`src/core/atsl_defs.svh`:
```
// Constants of the arc trip supervision logic
`ifndef ATSL_DEFS_SVH
`define ATSL_DEFS_SVH
// Sizes
`define ATSL_UNITS 16
`define ATSL_ZONES 4
`define ATSL_UPZ 4
`define ATSL_NFLT 20
`define ATSL_SW_W 9
`define ATSL_TMR_W 12
`define ATSL_DIV_W 14
`define ATSL_STK_DEPTH 8
`define ATSL_STK_CW 4
// Time base
`define ATSL_CLK_NS 100
`define ATSL_TICK_NS 1000000
// Limits in 1 ms ticks
`define ATSL_PERSIST_MS 12'hbb8
`define ATSL_FAST_MS 12'h007
`define ATSL_BF_SHORT_MS 12'h064
`define ATSL_BF_LONG_MS 12'h096
// Current checks, full scale 100 counts = rated
`define ATSL_MIN_CUR 8'h05
`define ATSL_UNBAL_MUL 11'h005
// Fault codes
`define ATSL_FC_DAMAGED 8'h0b
`define ATSL_FC_PEER_LONG 8'h0c
`define ATSL_FC_COMM 8'h0d
`define ATSL_FC_LINK 8'h0e
`define ATSL_FC_UNBAL 8'h12
`define ATSL_PH_L1 5'h01
`define ATSL_PH_L2 5'h02
`define ATSL_PH_L3 5'h03
// Register map and fields
`define ATSL_A_CTRL 12'h000
`define ATSL_A_STAT 12'h004
`define ATSL_A_FAULT 12'h008
`define ATSL_A_ACK 12'h00c
`define ATSL_SW_RST 9'h000
`define ATSL_ACK_TRIP 0
`define ATSL_ACK_ERASE 1
`endif

```
`src/core/atsl_pkg.sv`:
```
// Types shared by the arc trip supervision logic
`include "atsl_defs.svh"
package atsl_pkg;
    // Front panel switches, bit 0 is switch 1
    typedef struct packed {
        logic l2_phase;
        logic mode;
        logic [2:0] matrix;
        logic bf_long;
        logic speed;
        logic criteria;
        logic latch;
    } atsl_sw_type;
    // One fault memory entry
    typedef struct packed {
        logic [4:0] addr;
        logic [7:0] code;
    } atsl_fault_type;
    // Phase current samples
    typedef struct packed {
        logic [7:0] l1;
        logic [7:0] l2;
        logic [7:0] l3;
    } atsl_cur_type;
    // Pin levels that cross into the clock domain
    typedef struct packed {
        logic [`ATSL_UNITS-1:0] units;
        logic peer_light;
        logic peer_ok;
        logic comm_ok;
        logic oc_int;
        logic oc_ext;
    } atsl_pins_type;
endpackage

```
`src/core/atsl_persist_timer.sv`:
```
// Persistence timer counting ms ticks while a level holds
`timescale 1ns/10ps
`default_nettype none
`include "atsl_defs.svh"
module atsl_persist_timer (
    // Clock and reset
    input wire logic hclk,
    input wire logic hresetn,
    // Time base and watched level
    input wire logic tick,
    input wire logic level,
    input wire logic [`ATSL_TMR_W-1:0] limit,
    // Result
    output logic expired
);
    typedef struct packed {
        logic [`ATSL_TMR_W-1:0] cnt;
        logic hit;
    } atsl_tmr_state_type;
    atsl_tmr_state_type s_reg; // Registered state
    atsl_tmr_state_type s_next; // Next state

    // Count up while high, restart on any drop
    always_comb
    begin
        s_next = s_reg;
        if (!level)
        begin
            s_next = '0; // [RL22]
        end
        else
        begin
            // Saturate so a long hold never wraps
            if (tick && s_reg.cnt != '1)
                s_next.cnt = s_reg.cnt + 1'b1; // [RL22]
            s_next.hit = (s_reg.cnt > limit);
        end
    end

    // State register
    always_ff @(posedge hclk or negedge hresetn)
    begin
        if (!hresetn)
            s_reg <= '0;
        else
            s_reg <= s_next;
    end

    assign expired = s_reg.hit;

    a_timer_restart: assert property (@(posedge hclk) disable iff (!hresetn)
        !level |=> !expired && s_reg.cnt == '0) // [RL22]
        else $error("timer did not restart");
    a_timer_cause: assert property (@(posedge hclk) disable iff (!hresetn)
        $rose(expired) |-> $past(level) && $past(s_reg.cnt) > $past(limit))
        else $error("timer expired early");
endmodule
`default_nettype wire

```
`src/core/atsl_fault_stack.sv`:
```
// Fault memory, newest entry on top
`timescale 1ns/10ps
`default_nettype none
`include "atsl_defs.svh"
module atsl_fault_stack (
    // Clock and reset
    input wire logic hclk,
    input wire logic hresetn,
    // Store and erase
    input wire logic push,
    input wire atsl_pkg::atsl_fault_type push_data,
    input wire logic pop,
    // Newest entry and fill level
    output atsl_pkg::atsl_fault_type top,
    output logic [`ATSL_STK_CW-1:0] count
);
    typedef struct packed {
        atsl_pkg::atsl_fault_type [`ATSL_STK_DEPTH-1:0] mem;
        logic [`ATSL_STK_CW-1:0] cnt;
    } atsl_stk_state_type;
    atsl_stk_state_type s_reg; // Registered state
    atsl_stk_state_type s_next; // Next state
    atsl_stk_state_type mid; // After the erase step

    // Erase first, then store, so a new fault is never lost
    always_comb
    begin
        mid = s_reg;
        if (pop && s_reg.cnt != '0)
        begin
            for (int i = 0; i < `ATSL_STK_DEPTH - 1; i++)
                mid.mem[i] = s_reg.mem[i + 1]; // [RL21]
            mid.mem[`ATSL_STK_DEPTH - 1] = '0;
            mid.cnt = s_reg.cnt - 1'b1;
        end
        s_next = mid;
        if (push)
        begin
            // When full the oldest entry falls off the end
            for (int i = 1; i < `ATSL_STK_DEPTH; i++)
                s_next.mem[i] = mid.mem[i - 1];
            s_next.mem[0] = push_data; // [RL20]
            if (mid.cnt != `ATSL_STK_CW'(`ATSL_STK_DEPTH))
                s_next.cnt = mid.cnt + 1'b1;
        end
    end

    // State register
    always_ff @(posedge hclk or negedge hresetn)
    begin
        if (!hresetn)
            s_reg <= '0;
        else
            s_reg <= s_next;
    end

    assign top = s_reg.mem[0];
    assign count = s_reg.cnt;

    a_stack_erase: assert property (@(posedge hclk) disable iff (!hresetn)
        pop && !push && count != '0 |=> count == $past(count) - 1'b1) // [RL21]
        else $error("erase did not drop an entry");
endmodule
`default_nettype wire

```
`src/core/atsl_arc_trip.sv`:
```
// Arc trip relay control and self-supervision with AHB-Lite registers
//
// Contract
// RL1: Sensor active over 3 s raises code 11
// RL2: Damaged unit's sensors pass no light
// RL3: Damaged fault stored with unit address
// RL4: Peer bus high over 3 s: code 12
// RL5: Communication bus failure raises code 13
// RL6: Peer central unit link failure: code 14
// RL7: Unbalance over 20 percent; quiet below 5
// RL8: L2 channel compared only in phase mode
// RL9: Latch off holds relays until acknowledge
// RL10: Criteria on: light only; off: plus overcurrent
// RL11: Relay 2: backup on own overcurrent
// RL12: Relay 4: backup on external overcurrent
// RL13: Speed on: relays 2, 4 fast 7 ms
// RL14: Backup delay 150 ms on, 100 off
// RL15: Matrix switches route zones to groups
// RL16: Mode switch on selects sub-unit mode
// RL17: Installer allows one master per bus
// RL18: Installer gives units unique addresses
// RL19: Set switches before power is applied
// RL20: Fault drives alarm relay, indicator, memory
// RL21: Each erase drops the newest fault code
// RL22: Persistence counters restart on deassert
`timescale 1ns/10ps
`default_nettype none
`include "atsl_defs.svh"
module atsl_arc_trip #(
    parameter int TICK_CYCLES = `ATSL_TICK_NS / `ATSL_CLK_NS
) (
    // Clock and reset
    input wire logic hclk,
    input wire logic hresetn,
    // AHB-Lite slave
    input wire logic hsel,
    input wire logic [31:0] haddr,
    input wire logic [1:0] htrans,
    input wire logic hwrite,
    input wire logic [2:0] hsize,
    input wire logic [31:0] hwdata,
    input wire logic hready,
    output logic hreadyout,
    output logic hresp,
    output logic [31:0] hrdata,
    // Field pins, asynchronous
    input wire logic [`ATSL_UNITS-1:0] unit_sensor,
    input wire logic binary_peer_bus_in,
    input wire logic binary_peer_link_ok,
    input wire logic comm_bus_ok,
    input wire logic oc_internal,
    input wire logic oc_external,
    // Current samples on this clock
    input wire atsl_pkg::atsl_cur_type cur,
    // Relays and indicators
    output logic [3:0] trip_relay,
    output logic self_supervision_alarm_relay,
    output logic error_led,
    output logic central_mode,
    output logic [`ATSL_ZONES-1:0] zone_light
);
    ////////////////////////////////////////////////////////////////
    // State of the whole block
    typedef struct packed {
        atsl_pkg::atsl_pins_type s1; // First sync stage
        atsl_pkg::atsl_pins_type s2; // Second sync stage
        atsl_pkg::atsl_sw_type sw; // Panel switches
        logic [`ATSL_DIV_W-1:0] div; // ms divider
        logic tick; // ms enable
        logic [3:0] relay; // Trip relays
        logic [`ATSL_ZONES-1:0] zone; // Zone light
        logic [`ATSL_NFLT-1:0] prev; // Fault levels
        logic [`ATSL_NFLT-1:0] pend; // Faults to store
        logic [4:0] phase; // Unbalanced phase
        logic push; // Store strobe
        atsl_pkg::atsl_fault_type ent; // Entry to store
        logic alarm; // Alarm relay
        logic a_wr; // Write data phase
        logic a_rd; // Read data phase
        logic a_hit; // Upper address clear
        logic [11:0] a_addr; // Latched address
        logic [31:0] rdata; // Read data
    } atsl_top_state_type;

    atsl_top_state_type s_reg; // Registered state
    atsl_top_state_type s_next; // Next state

    ////////////////////////////////////////////////////////////////
    // Helpers
    logic [`ATSL_UNITS-1:0] dmg; // Damaged unit flags
    logic [`ATSL_UNITS-1:0] sens_ok; // Gated sensors
    logic [`ATSL_ZONES-1:0] zone_raw; // Light per zone
    logic [`ATSL_ZONES-1:0] zone_lit; // With peer light
    logic peer_long; // Peer bus stuck
    logic light_any; // Any zone lit
    logic crit; // Trip criterion met
    logic grp_a; // Group A zones lit
    logic grp_b; // Group B zones lit
    logic [3:0] cause; // Relay drive causes
    logic lvl_a; // Second relay A level
    logic lvl_b; // Second relay B level
    logic [`ATSL_TMR_W-1:0] lim2; // Second relay delay
    logic [`ATSL_NFLT-1:0] flt; // Fault levels
    logic ack_trip; // Acknowledge write
    logic erase; // Erase write
    logic ctrl_wr; // Switch write
    logic [7:0] mx13; // Max of L1, L3
    logic [7:0] mn13; // Min of L1, L3
    logic [7:0] mx; // Max compared
    logic [7:0] mn; // Min compared
    logic [7:0] diff; // Spread
    logic unbal; // Unbalance level
    logic [4:0] ph_lo; // Lowest phase
    atsl_pkg::atsl_fault_type stk_top; // Newest fault
    logic [`ATSL_STK_CW-1:0] stk_cnt; // Stored faults

    ////////////////////////////////////////////////////////////////
    // Per unit persistence and gating
    genvar g;
    for (g = 0; g < `ATSL_UNITS; g++)
    begin : g_unit
        // Long activation marks the unit damaged
        atsl_persist_timer u_tmr (
            .hclk(hclk),
            .hresetn(hresetn),
            .tick(s_reg.tick),
            .level(s_reg.s2.units[g]),
            .limit(`ATSL_PERSIST_MS),
            .expired(dmg[g]) // [RL1]
        );
        assign sens_ok[g] = s_reg.s2.units[g] & ~dmg[g]; // [RL2]
    end

    // Units grouped into zones
    for (g = 0; g < `ATSL_ZONES; g++)
    begin : g_zone
        assign zone_raw[g] = |sens_ok[g*`ATSL_UPZ +: `ATSL_UPZ];
    end

    // Peer bus light joins the first zone
    assign zone_lit = zone_raw | `ATSL_ZONES'(s_reg.s2.peer_light);
    assign light_any = |zone_lit;

    // Peer bus held active too long
    atsl_persist_timer u_peer (
        .hclk(hclk),
        .hresetn(hresetn),
        .tick(s_reg.tick),
        .level(s_reg.s2.peer_light),
        .limit(`ATSL_PERSIST_MS),
        .expired(peer_long) // [RL4]
    );

    ////////////////////////////////////////////////////////////////
    // Trip decision
    // Light only, or light plus overcurrent from anywhere
    assign crit = s_reg.sw.criteria | s_reg.s2.oc_int
        | s_reg.s2.oc_ext; // [RL10]
    // Zone 1 always feeds group A; switches 5-7 steer zones 2-4
    assign grp_a = zone_lit[0]
        | |(zone_lit[3:1] & s_reg.sw.matrix); // [RL15]
    assign grp_b = |(zone_lit[3:1] & ~s_reg.sw.matrix); // [RL15]
    assign cause[0] = grp_a & crit;
    assign cause[2] = grp_b & crit;

    // Second relays: fast trip or breaker failure backup
    assign lvl_a = s_reg.sw.speed ? cause[0]
        : (s_reg.s2.oc_int & light_any); // [RL11] [RL13]
    assign lvl_b = s_reg.sw.speed ? cause[2]
        : (s_reg.s2.oc_ext & light_any); // [RL12] [RL13]
    assign lim2 = s_reg.sw.speed ? `ATSL_FAST_MS
        : (s_reg.sw.bf_long ? `ATSL_BF_LONG_MS
        : `ATSL_BF_SHORT_MS); // [RL14]

    // Delay for the second relay of group A
    atsl_persist_timer u_bf_a (
        .hclk(hclk),
        .hresetn(hresetn),
        .tick(s_reg.tick),
        .level(lvl_a),
        .limit(lim2),
        .expired(cause[1]) // [RL11]
    );

    // Delay for the second relay of group B
    atsl_persist_timer u_bf_b (
        .hclk(hclk),
        .hresetn(hresetn),
        .tick(s_reg.tick),
        .level(lvl_b),
        .limit(lim2),
        .expired(cause[3]) // [RL12]
    );

    ////////////////////////////////////////////////////////////////
    // Unbalance check between phase channels
    assign mx13 = (cur.l1 > cur.l3) ? cur.l1 : cur.l3;
    assign mn13 = (cur.l1 > cur.l3) ? cur.l3 : cur.l1;
    // L2 joins only when it measures phase current
    assign mx = (s_reg.sw.l2_phase && cur.l2 > mx13)
        ? cur.l2 : mx13; // [RL8]
    assign mn = (s_reg.sw.l2_phase && cur.l2 < mn13)
        ? cur.l2 : mn13; // [RL8]
    assign ph_lo = (s_reg.sw.l2_phase && cur.l2 < mn13)
        ? `ATSL_PH_L2
        : ((cur.l1 > cur.l3) ? `ATSL_PH_L3 : `ATSL_PH_L1);
    assign diff = mx - mn;
    // Spread above a fifth of the largest; small currents ignored
    assign unbal = (mx >= `ATSL_MIN_CUR)
        && (11'(diff) * `ATSL_UNBAL_MUL > 11'(mx)); // [RL7]

    // Fault levels in store priority order, lowest first
    assign flt = {unbal, ~s_reg.s2.peer_ok, ~s_reg.s2.comm_ok,
        peer_long, dmg}; // [RL5] [RL6]

    ////////////////////////////////////////////////////////////////
    // Register writes in the data phase
    assign ctrl_wr = s_reg.a_wr && s_reg.a_hit
        && s_reg.a_addr == `ATSL_A_CTRL;
    assign ack_trip = s_reg.a_wr && s_reg.a_hit
        && s_reg.a_addr == `ATSL_A_ACK && hwdata[`ATSL_ACK_TRIP];
    assign erase = s_reg.a_wr && s_reg.a_hit
        && s_reg.a_addr == `ATSL_A_ACK && hwdata[`ATSL_ACK_ERASE];

    // Fault memory
    atsl_fault_stack u_stack (
        .hclk(hclk),
        .hresetn(hresetn),
        .push(s_reg.push),
        .push_data(s_reg.ent),
        .pop(erase), // [RL21]
        .top(stk_top),
        .count(stk_cnt)
    );

    ////////////////////////////////////////////////////////////////
    // Next state
    always_comb
    begin
        logic [4:0] sel; // Fault chosen to store
        logic [`ATSL_NFLT-1:0] rise; // New fault edges
        sel = '0;
        rise = flt & ~s_reg.prev;
        s_next = s_reg;
        // Pins through two stages
        s_next.s1 = {unit_sensor, binary_peer_bus_in,
            binary_peer_link_ok, comm_bus_ok, oc_internal,
            oc_external};
        s_next.s2 = s_reg.s1;
        // One ms enable from the divider
        s_next.tick = 1'b0;
        if (s_reg.div == `ATSL_DIV_W'(TICK_CYCLES - 1))
        begin
            s_next.div = '0;
            s_next.tick = 1'b1;
        end
        else
        begin
            s_next.div = s_reg.div + 1'b1;
        end
        // Relays; with latch off a trip holds until acknowledged
        for (int i = 0; i < 4; i++)
            s_next.relay[i] = cause[i] | (s_reg.relay[i]
                & ~s_reg.sw.latch & ~ack_trip); // [RL9]
        s_next.zone = zone_lit;
        // Capture the phase at the moment unbalance appears
        if (rise[`ATSL_NFLT-1])
            s_next.phase = ph_lo;
        // Lowest pending fault goes first
        for (int i = `ATSL_NFLT - 1; i >= 0; i--)
            if (s_reg.pend[i])
                sel = 5'(i);
        s_next.push = |s_reg.pend;
        s_next.pend = s_reg.pend;
        if (|s_reg.pend)
            s_next.pend[sel] = 1'b0;
        // A new edge wins over the clear of the same bit
        s_next.pend = s_next.pend | rise;
        s_next.prev = flt;
        // Entry built from the chosen fault
        if (sel < 5'(`ATSL_UNITS))
            s_next.ent = '{addr: sel, code: `ATSL_FC_DAMAGED}; // [RL3]
        else if (sel == 5'(`ATSL_UNITS))
            s_next.ent = '{addr: 5'h00, code: `ATSL_FC_PEER_LONG};
        else if (sel == 5'(`ATSL_UNITS + 1))
            s_next.ent = '{addr: 5'h00, code: `ATSL_FC_COMM};
        else if (sel == 5'(`ATSL_UNITS + 2))
            s_next.ent = '{addr: 5'h00, code: `ATSL_FC_LINK};
        else
            s_next.ent = '{addr: s_reg.phase, code: `ATSL_FC_UNBAL};
        // Alarm stands while any code is stored
        s_next.alarm = (stk_cnt != '0); // [RL20]
        // Switch register write
        if (ctrl_wr)
            s_next.sw = hwdata[`ATSL_SW_W-1:0];
        // Address phase capture
        s_next.a_wr = hsel && hready && htrans[1] && hwrite;
        s_next.a_rd = hsel && hready && htrans[1] && !hwrite;
        s_next.a_addr = haddr[11:0];
        s_next.a_hit = (haddr[31:12] == 20'h0_0000);
        // Read data prepared for the data phase
        s_next.rdata = '0;
        if (!s_next.a_rd || !s_next.a_hit)
            s_next.rdata = '0;
        else if (haddr[11:0] == `ATSL_A_CTRL)
            s_next.rdata = 32'(s_next.sw);
        else if (haddr[11:0] == `ATSL_A_STAT)
            s_next.rdata = 32'({~s_reg.sw.mode, s_reg.alarm,
                s_reg.relay, flt});
        else if (haddr[11:0] == `ATSL_A_FAULT)
            s_next.rdata = 32'({stk_cnt, stk_top});
        else
            s_next.rdata = '0;
    end

    ////////////////////////////////////////////////////////////////
    // State register; link health starts good
    always_ff @(posedge hclk or negedge hresetn)
    begin
        if (!hresetn)
        begin
            s_reg <= '0;
            s_reg.s1.peer_ok <= 1'b1;
            s_reg.s1.comm_ok <= 1'b1;
            s_reg.s2.peer_ok <= 1'b1;
            s_reg.s2.comm_ok <= 1'b1;
            s_reg.prev <= '0;
            s_reg.sw <= `ATSL_SW_RST;
        end
        else
        begin
            s_reg <= s_next;
        end
    end

    ////////////////////////////////////////////////////////////////
    // Outputs
    assign hreadyout = 1'b1;
    assign hresp = 1'b0;
    assign hrdata = s_reg.rdata;
    assign trip_relay = s_reg.relay;
    assign self_supervision_alarm_relay = s_reg.alarm; // [RL20]
    assign error_led = s_reg.alarm; // [RL20]
    assign central_mode = ~s_reg.sw.mode; // [RL16]
    assign zone_light = s_reg.zone;

    ////////////////////////////////////////////////////////////////
    // Checks
    a_damaged_gate: assert property (@(posedge hclk) // [RL2]
        disable iff (!hresetn)
        (s_reg.s2.units & ~dmg) == '0 && !s_reg.s2.peer_light
        |=> zone_light == '0)
        else $error("damaged unit light passed");
    a_latch_hold: assert property (@(posedge hclk) // [RL9]
        disable iff (!hresetn)
        !s_reg.sw.latch && trip_relay[0] && !ack_trip
        |=> trip_relay[0])
        else $error("latched relay dropped");
    a_relay_follow: assert property (@(posedge hclk) // [RL9]
        disable iff (!hresetn)
        s_reg.sw.latch && !cause[0] |=> !trip_relay[0])
        else $error("relay did not follow");
    a_criteria_both: assert property (@(posedge hclk) // [RL10]
        disable iff (!hresetn)
        !s_reg.sw.criteria && !s_reg.s2.oc_int
        && !s_reg.s2.oc_ext |-> !cause[0] && !cause[2])
        else $error("trip without overcurrent");
    a_fault_store: assert property (@(posedge hclk) // [RL3]
        disable iff (!hresetn)
        $rose(dmg[5]) && $stable(dmg[4:0]) && s_reg.pend == '0
        |-> ##2 s_reg.push && s_reg.ent.addr == 5'h05
        && s_reg.ent.code == `ATSL_FC_DAMAGED)
        else $error("damaged unit not stored");
    a_alarm_raise: assert property (@(posedge hclk) // [RL20]
        disable iff (!hresetn)
        s_reg.push |-> ##2 self_supervision_alarm_relay)
        else $error("alarm relay not raised");
    a_unbal_quiet: assert property (@(posedge hclk) // [RL7]
        disable iff (!hresetn)
        mx < `ATSL_MIN_CUR |-> !unbal)
        else $error("unbalance below minimum current");
endmodule
`default_nettype wire

```
`config.mk`:
```
export PLATFORM = sky130hd
export DESIGN_NAME = atsl_arc_trip
export DESIGN_NICKNAME = d
export VERILOG_FILES = /design/src/core/atsl_pkg.sv /design/src/core/atsl_persist_timer.sv /design/src/core/atsl_fault_stack.sv /design/src/core/atsl_arc_trip.sv
export VERILOG_INCLUDE_DIRS = /design/src /design/src/core
export SDC_FILE = /design/constraint.sdc
export NUM_CORES = 1
export LEC_CHECK = 0
export BUFFER_PORTS_ARGS = -buffer_cell sky130_fd_sc_hd__buf_4
export CAP_MARGIN = 10
export CORE_ASPECT_RATIO = 1.25
export CORE_MARGIN = 3
export CORE_UTILIZATION = 60
export CTS_CLUSTER_DIAMETER = 150
export DETAILED_ROUTE_END_ITERATION = 6
export GPL_TIMING_DRIVEN = 0
export PLACE_DENSITY = 0.82
export SLEW_MARGIN = 40
export SYNTH_ARGS = -nofsm -noshare
export SYNTH_HDL_FRONTEND = slang
export SYNTH_SLANG_ARGS = --single-unit
```
`constraint.sdc`:
```
create_clock -name hclk -period 9.65 [get_ports hclk]
set_input_delay 0.965 -clock hclk [delete_from_list [all_inputs] [get_ports hclk]]
set_output_delay 0.965 -clock hclk [all_outputs]
set_load 0.03 [all_outputs]
```
# Yosys cells after proc, flatten, opt, wreduce, memory -nomap -nowiden

Cells that the tools add are included.
W data, S select, Z words.

Register bits: 535
Output and inout bits: 45
Bits of input ports: 119
Word-level logic and storage cells: 386

Reduce and logical (&&, ||, !) cells: 50
Order comparisons: 27
Equal/unequal tests: 46
Multiplexer cells: 85
Multipliers: 1
Add/subtract/negate cells: 23
Bitwise gates (word level): 65

Operator list:

| kind                    | number |
|---|---|
| $mux W13                | 23 |
| $add A12 B1 Y12 const B | 19 |
| $mux W12                | 19 |
| $ne A12 B12 Y1 const B  | 19 |
| $mux W108               | 2 |
| $gt A12 B12 Y1 const B  | 17 |
| $mux W5                 | 20 |
| $mux W26                | 3 |
| $mux W8                 | 6 |
| $and A20 B20 Y20        | 2 |
| $not A20 Y20            | 2 |
| $ne A2 B1 Y1 const B    | 17 |
| $logic_and A1 B1 Y1     | 33 |
| $and A1 B1 Y1           | 28 |
| $eq A12 B4 Y1 const B   | 2 |
| $gt A12 B8 Y1           | 2 |
| $logic_not A12 Y1       | 2 |
| $not A1 Y1              | 21 |
| $logic_not A20 Y1       | 1 |
| $mux W20                | 1 |
| $or A20 B20 Y20         | 1 |
| $reduce_or A20 Y1       | 1 |
| $reduce_or A4 Y1        | 5 |
| $mux W17                | 1 |
| 32 further kinds        | 50 |

# Logic depth before layout (Yosys ltp)

Word-level depth: 28
Depth in mapped cells: 38
Mapped depth without buffers: 36

# By module

Synthesis repeated with hierarchy kept, for this count alone.

Cell total of the unflattened synthesis: 3383
Area, all modules: 31896.8 um^2

By module, submodules not included:

| module             | times used | seq. area each (um^2) | area an instance (um^2) | cells each |
|---|---|---|---|---|
| atsl_persist_timer | 19         | 325.3                 | 965.9                   | 113 |
| atsl_arc_trip      | 1          | 4184.0                | 8220.4                  | 788 |
| atsl_fault_stack   | 1          | 2702.6                | 5323.9                  | 448 |

# Least setup slack after synthesis

No wires, ideal clock.

Path kind: input port to flip-flop
From: in cur[1] (netlist bit)
To: reg s_reg[62] (netlist bit)
Library setup time: 0.128 ns
Path buffers: 2
Data required time: 9.522 ns
Arrival: 8.083 ns
Stages on the path: 36
Slack: 1.439 ns
Cells stage by stage: inv_1 > ha_1 > nor2b_1 > o211ai_1 > a21boi_2 > nor2_2 > buf_2 > mux2_2 > inv_1 > ha_1 > nand2_1 > a2111oi_1 > nor3_1 > o21bai_2 > nand3_4 > clkbuf_1 > mux2i_1 > inv_1 > ha_1 > nor2b_1 > o21ai_0 > a21boi_0 > o21ai_0 > nand2b_1 > xor2_1 > ha_1 > ha_1 > a21oi_1 > xnor2_1 > ha_1 > a21o_1 > a211o_1 > a31oi_1 > a21oi_1 > a21oi_2 > mux2_1

Word-level cells in the longest chain between the ends: 10
Elaborated cells between the ends (all ways): 16
Classes of those cells: 1 x add/sub; 1 x mul; 5 x order compare; 5 x mux; 1 x bitwise; 3 x reduce/logical

RTL lines:

| item                                                | RTL line                                                         | source |
|---|---|---|
| start, declared                                     | atsl_arc_trip.sv:54                                              | `input wire atsl_pkg::atsl_cur_type cur,` |
| $gt A8 B8 Y1                                        | atsl_arc_trip.sv:197, atsl_arc_trip.sv:198                       |  |
| $mux W8, on equally long branches                   | atsl_arc_trip.sv:197, atsl_arc_trip.sv:198                       |  |
| $gt A8 B8 Y1 / $lt A8 B8 Y1 (equally long branches) | atsl_arc_trip.sv:200, atsl_arc_trip.sv:202, atsl_arc_trip.sv:204 |  |
| $logic_and A1 B1 Y1, on equally long branches       | atsl_arc_trip.sv:200, atsl_arc_trip.sv:202, atsl_arc_trip.sv:204 |  |
| $mux W8, on equally long branches                   | atsl_arc_trip.sv:201, atsl_arc_trip.sv:203                       |  |
| $sub A8 B8 Y8                                       | atsl_arc_trip.sv:207                                             | `assign diff = mx - mn;` |
| $mul A8 B3 Y11 (no source line)                     | --                                                               |  |
| $gt A11 B8 Y1                                       | atsl_arc_trip.sv:210                                             | `` && (11'(diff) * `ATSL_UNBAL_MUL > 11'(mx)); `` |
| $logic_and A1 B1 Y1                                 | atsl_arc_trip.sv:209                                             | `` assign unbal = (mx >= `ATSL_MIN_CUR) `` |
| $and A20 B20 Y20                                    | atsl_arc_trip.sv:243                                             | `rise = flt & ~s_reg.prev;` |
| end signal, assigned                                | atsl_arc_trip.sv:332                                             | `s_reg <= s_next;` |
| end, declared                                       | atsl_arc_trip.sv:85                                              | `atsl_top_state_type s_reg;` |

Parallel ways exist; a longest one is shown, timed or not.
A chain may end at the register's enable or synchronous reset.

# Worst setup path after layout

From: in cur[1] (netlist bit)
To: reg s_reg[63] (netlist bit)

Word-level cells in the longest chain between the ends: 10
Elaborated cells between the ends (all ways): 17
Classes of those cells: 1 x add/sub; 1 x mul; 5 x order compare; 6 x mux; 1 x bitwise; 3 x reduce/logical

RTL lines:

| item                                                | RTL line |
|---|---|
| $gt A8 B8 Y1                                        | atsl_arc_trip.sv:197, atsl_arc_trip.sv:198, atsl_arc_trip.sv:206 |
| $mux W8, on equally long branches                   | atsl_arc_trip.sv:197, atsl_arc_trip.sv:198 |
| $gt A8 B8 Y1 / $lt A8 B8 Y1 (equally long branches) | atsl_arc_trip.sv:200, atsl_arc_trip.sv:202, atsl_arc_trip.sv:204 |
| $logic_and A1 B1 Y1, on equally long branches       | atsl_arc_trip.sv:200, atsl_arc_trip.sv:202, atsl_arc_trip.sv:204 |
| $mux W8, on equally long branches                   | atsl_arc_trip.sv:201, atsl_arc_trip.sv:203 |
| $sub A8 B8 Y8                                       | atsl_arc_trip.sv:207 |
| $mul A8 B3 Y11 (no source line)                     | -- |
| $gt A11 B8 Y1                                       | atsl_arc_trip.sv:210 |
| $logic_and A1 B1 Y1                                 | atsl_arc_trip.sv:209 |
| $and A20 B20 Y20                                    | atsl_arc_trip.sv:243 |

Parallel ways exist; a longest one is shown, timed or not.

==> run metrics <==
Final #Nets=~2,900; layout cell share with drive strength beyond 1=0.120; status=completed; Mapped Area=approximately 26,000 um^2; hpwl dp=41.4 mm; VDD IR max=0.292 mV; Worst path max stage delay=480 ps; ANT nets after route=0; Final Cycle Share=0.932; Synth area leader=dfrtp_1; Clock H-tree levels=2; slowest cell on the critical path=a2111oi_1; Initial DRC Count=between 1,000 and 1,500; Synth top area share=0.502; Fin. Hold Viols=0; first-pass GRT wire length=between 90 and 100 mm; clk_skew=around 23 ps; Worst EP arrival=~9500 ps; Mean Syn Cell Area=10.3 um^2; Post-synth EDFFs=0; Top FF cell, synth=dfrtp_1; core area=42,400 um^2; clk buf depth=3; GRT Util Overall=0.254; startpoint types=input port; Die Ht=238 um; final WL=57.4 mm; max_slew headroom=0.465; Fill cells=2,992; Power Density=about 200 nW/um^2; CP most frequent cell=ha_1; Vias/cell=5.75; synthesized instance count=approximately 2,500; count of cell types in the netlist=84; die area=45,600 um^2; Post-synth ARST share=1.00; leakage power total=~15 nW; total CTS buffers=51; Via Count=18,900; RSZ-0062 raised after global routing=false; largest family of logic cells by synthesized area=simple AND/OR/NAND/NOR gates; XOR/XNOR share of the synthesized area=0.0742; flops & latches, synth=522; clock sink total=522; Skew-Pair Late Insertion Delay=600 ps; IO Pins=164; Synth Area in Compound Gates=0.0810; Post-Synth Adder-Cell Area=0.0485; number of remaining DRC errors=0; GPL Wtd Cong=around 0.91; sequential fraction of the synthesis area=0.506; Hold Buf Count CTS=0; router iterations before antenna repair=7; Initial Utilization=0.610; GRT overflow=0; tightest hold margin=190 ps; Max-Cap Viols=0; Worst-path clk slew=approximately 60 ps; max frequency=0.111 GHz; CTS tree=yes; final slew viol count=0; initial antenna violation count=0; YS warnings=0; Synth area leaders=dfrtp_1 (50%), mux2i_1 (6.8%), ha_1 (4.7%); Port Buffer Count=128; Worst EP required=10,110 ps; area delta synth->final=14.4%; Tightest Pin Transition=803 ps; Hold Path Class=input port to asynchronous set/reset pin; row count=between 80 and 90; number of cells on the worst reg-to-reg path=24; Post-CTS Setup Bufs=0; WL/cell=17.4 um; peak fanout along the critical path=15; die width=192 um; simple-gate share of the synthesized area=0.171; vias in the first global route=~19,000; # setup viols final=0; Largest register FFs=between 150 and 200; mux cell area share after synthesis=0.0766; crit path time final=about 9000 ps; pin count of the biggest net entering global routing=80; Pwr Total=approximately 0.006 W; Worst setup EP type=register; critical path class=input port to register; clock root buffer=clkbuf_16
-- metrics by stage --
stage	util	cell area (um^2)	setup WS [ps]	std cells	TNS (ps)
after global routing	0.698	29600	89.2	3290	0
after floorplan	-	25900	1440	2503	0
after CTS	0.698	29600	496	3291	0
after detailed placement	0.655	27800	-18.0	3197	-23.5
after global placement	0.650	27500	205	3190	0
final	0.698	29600	656	3291	0
-- cells in the final DEF (no fill, tap or decap), types with 6 or more instances in the layout --
cell | synthesis | final
a22o_1 | 7 | 7
nand4_1 | 51 | 51
and3_1 | 41 | 41
a21oi_1 | 88 | 88
clkbuf_8 | 0 | 15
nor2_1 | 260 | 260
o21bai_1 | 6 | 6
conb_1 | 2 | 8
or2_2 | 11 | 11
o211a_1 | 7 | 7
inv_1 | 145 | 145
clkbuf_16 | 0 | 53
o21ai_1 | 7 | 7
nor3_1 | 25 | 22
nand3_1 | 117 | 117
nand2_1 | 160 | 160
a211oi_1 | 8 | 8
dfrtp_1 | 518 | 518
a21boi_0 | 13 | 13
nor4_1 | 22 | 22
a222oi_1 | 10 | 10
buf_16 | 0 | 7
nor2b_1 | 27 | 27
or3_1 | 24 | 24
a31oi_1 | 9 | 9
xor2_1 | 102 | 102
ha_1 | 97 | 97
buf_4 | 43 | 170
xnor2_1 | 115 | 115
a22oi_1 | 14 | 14
clkbuf_1 | 51 | 60
o21ai_0 | 77 | 77
and2_1 | 99 | 99
a21o_1 | 14 | 14
mux2_2 | 17 | 17
nand2b_1 | 20 | 20
o22ai_1 | 14 | 14
mux2i_1 | 175 | 174
o21a_1 | 8 | 8
-- cells by family after synthesis --
| kind of cell | after synthesis |
|---|---|
| AND/OR/NAND/NOR | 890 |
| multiplexers | 195 |
| AO/OA/AOI/OAI | 323 |
| adder cells (fa/ha/maj) | 99 |
| buffers and inverters | 248 |
| other | 2 |
| flip-flops | 522 |
| XOR/XNOR | 218 |
-- layer usage --
layer | track usage | vias to the layer above | share of wire
li1 | - | 8928 | -
met1 | 0.302 | 9354 | 0.40
met2 | 0.455 | 518 | 0.52
met3 | 0.0481 | 122 | 0.055
met4 | 0.0983 | 0 | 0.035
met5 | 0 | - | 0
-- synth_stat cells, types with 5 or more instances --
| library cell | count |
|---|---|
| a21o_1 | 14 |
| a22oi_1 | 14 |
| nor2b_1 | 27 |
| a21boi_0 | 13 |
| nor4_1 | 22 |
| nor2_1 | 260 |
| mux2i_1 | 175 |
| a211oi_1 | 8 |
| or2_2 | 11 |
| o21a_1 | 8 |
| xnor2_1 | 115 |
| o22ai_1 | 14 |
| o31ai_1 | 6 |
| ha_1 | 97 |
| and3_1 | 41 |
| buf_1 | 5 |
| nor4b_1 | 5 |
| nand2_1 | 160 |
| dfrtp_1 | 518 |
| xor2_1 | 102 |
| o211a_1 | 7 |
| nor3_1 | 25 |
| and2_1 | 99 |
| mux2_2 | 17 |
| or3_1 | 24 |
| nand3_1 | 117 |
| inv_1 | 145 |
| o21ai_0 | 77 |
| a21oi_1 | 88 |
| nand4_1 | 51 |
| nand2b_1 | 20 |
| o21bai_1 | 6 |
| a222oi_1 | 10 |
| buf_4 | 43 |
| a31oi_1 | 9 |
| a22o_1 | 7 |
| o21ai_1 | 7 |
| clkbuf_1 | 51 |
-- critical path: cells and delay by family --
kind,cells,cell delay (ps)
buf+inv,5,670
compound gates,13,3350
simple gates,7,1180
mux,3,1150
xor+xnor,2,450
fa+ha+maj,6,1650
-- what timing repair did --
action / in CTS / in global routing
hold endpoints to repair: 0 / 0
resized for setup: 0 / 2
setup endpoints to repair: 0 / 3
-- path summary, 6_finish.rpt --
| check | from | endpoint | slack [ps] |
|---|---|---|---|
| setup / recovery | cur[1] | s_reg[63] | 660 |
| hold / removal | hresetn | g_unit[0].u_tmr.s_reg[9] | 190 |
| min in group hclk | s_next[145] | s_reg[145] | 350 |
| setup reg to reg | s_reg[138] | s_reg[63] | 3590 |
| max in group asynchronous | hresetn | u_stack.s_reg[99] | 8090 |
| hold reg to reg | s_next[145] | s_reg[145] | 350 |
-- power breakdown --
part	internal [W]	switching, W
registers	0.00236	0.000121
clock network	0.00126	0.000831
logic	0.000614	0.000809
total	0.00423	0.00176
-- cell type report --
type	instances	area, um^2	area share
diodes	1	2.50	0.0000846
plain buffers	101	549	0.0186
clock buffers	81	1580	0.0535
clock inverters	13	210	0.00711
inverters	146	548	0.0185
multi-input cells	1733	11800	0.398
flip-flops and latches	522	13100	0.442
well taps	559	699	0.0236
repair buffers	135	1160	0.0393
Note: power is estimated with default switching activity, not from simulation.
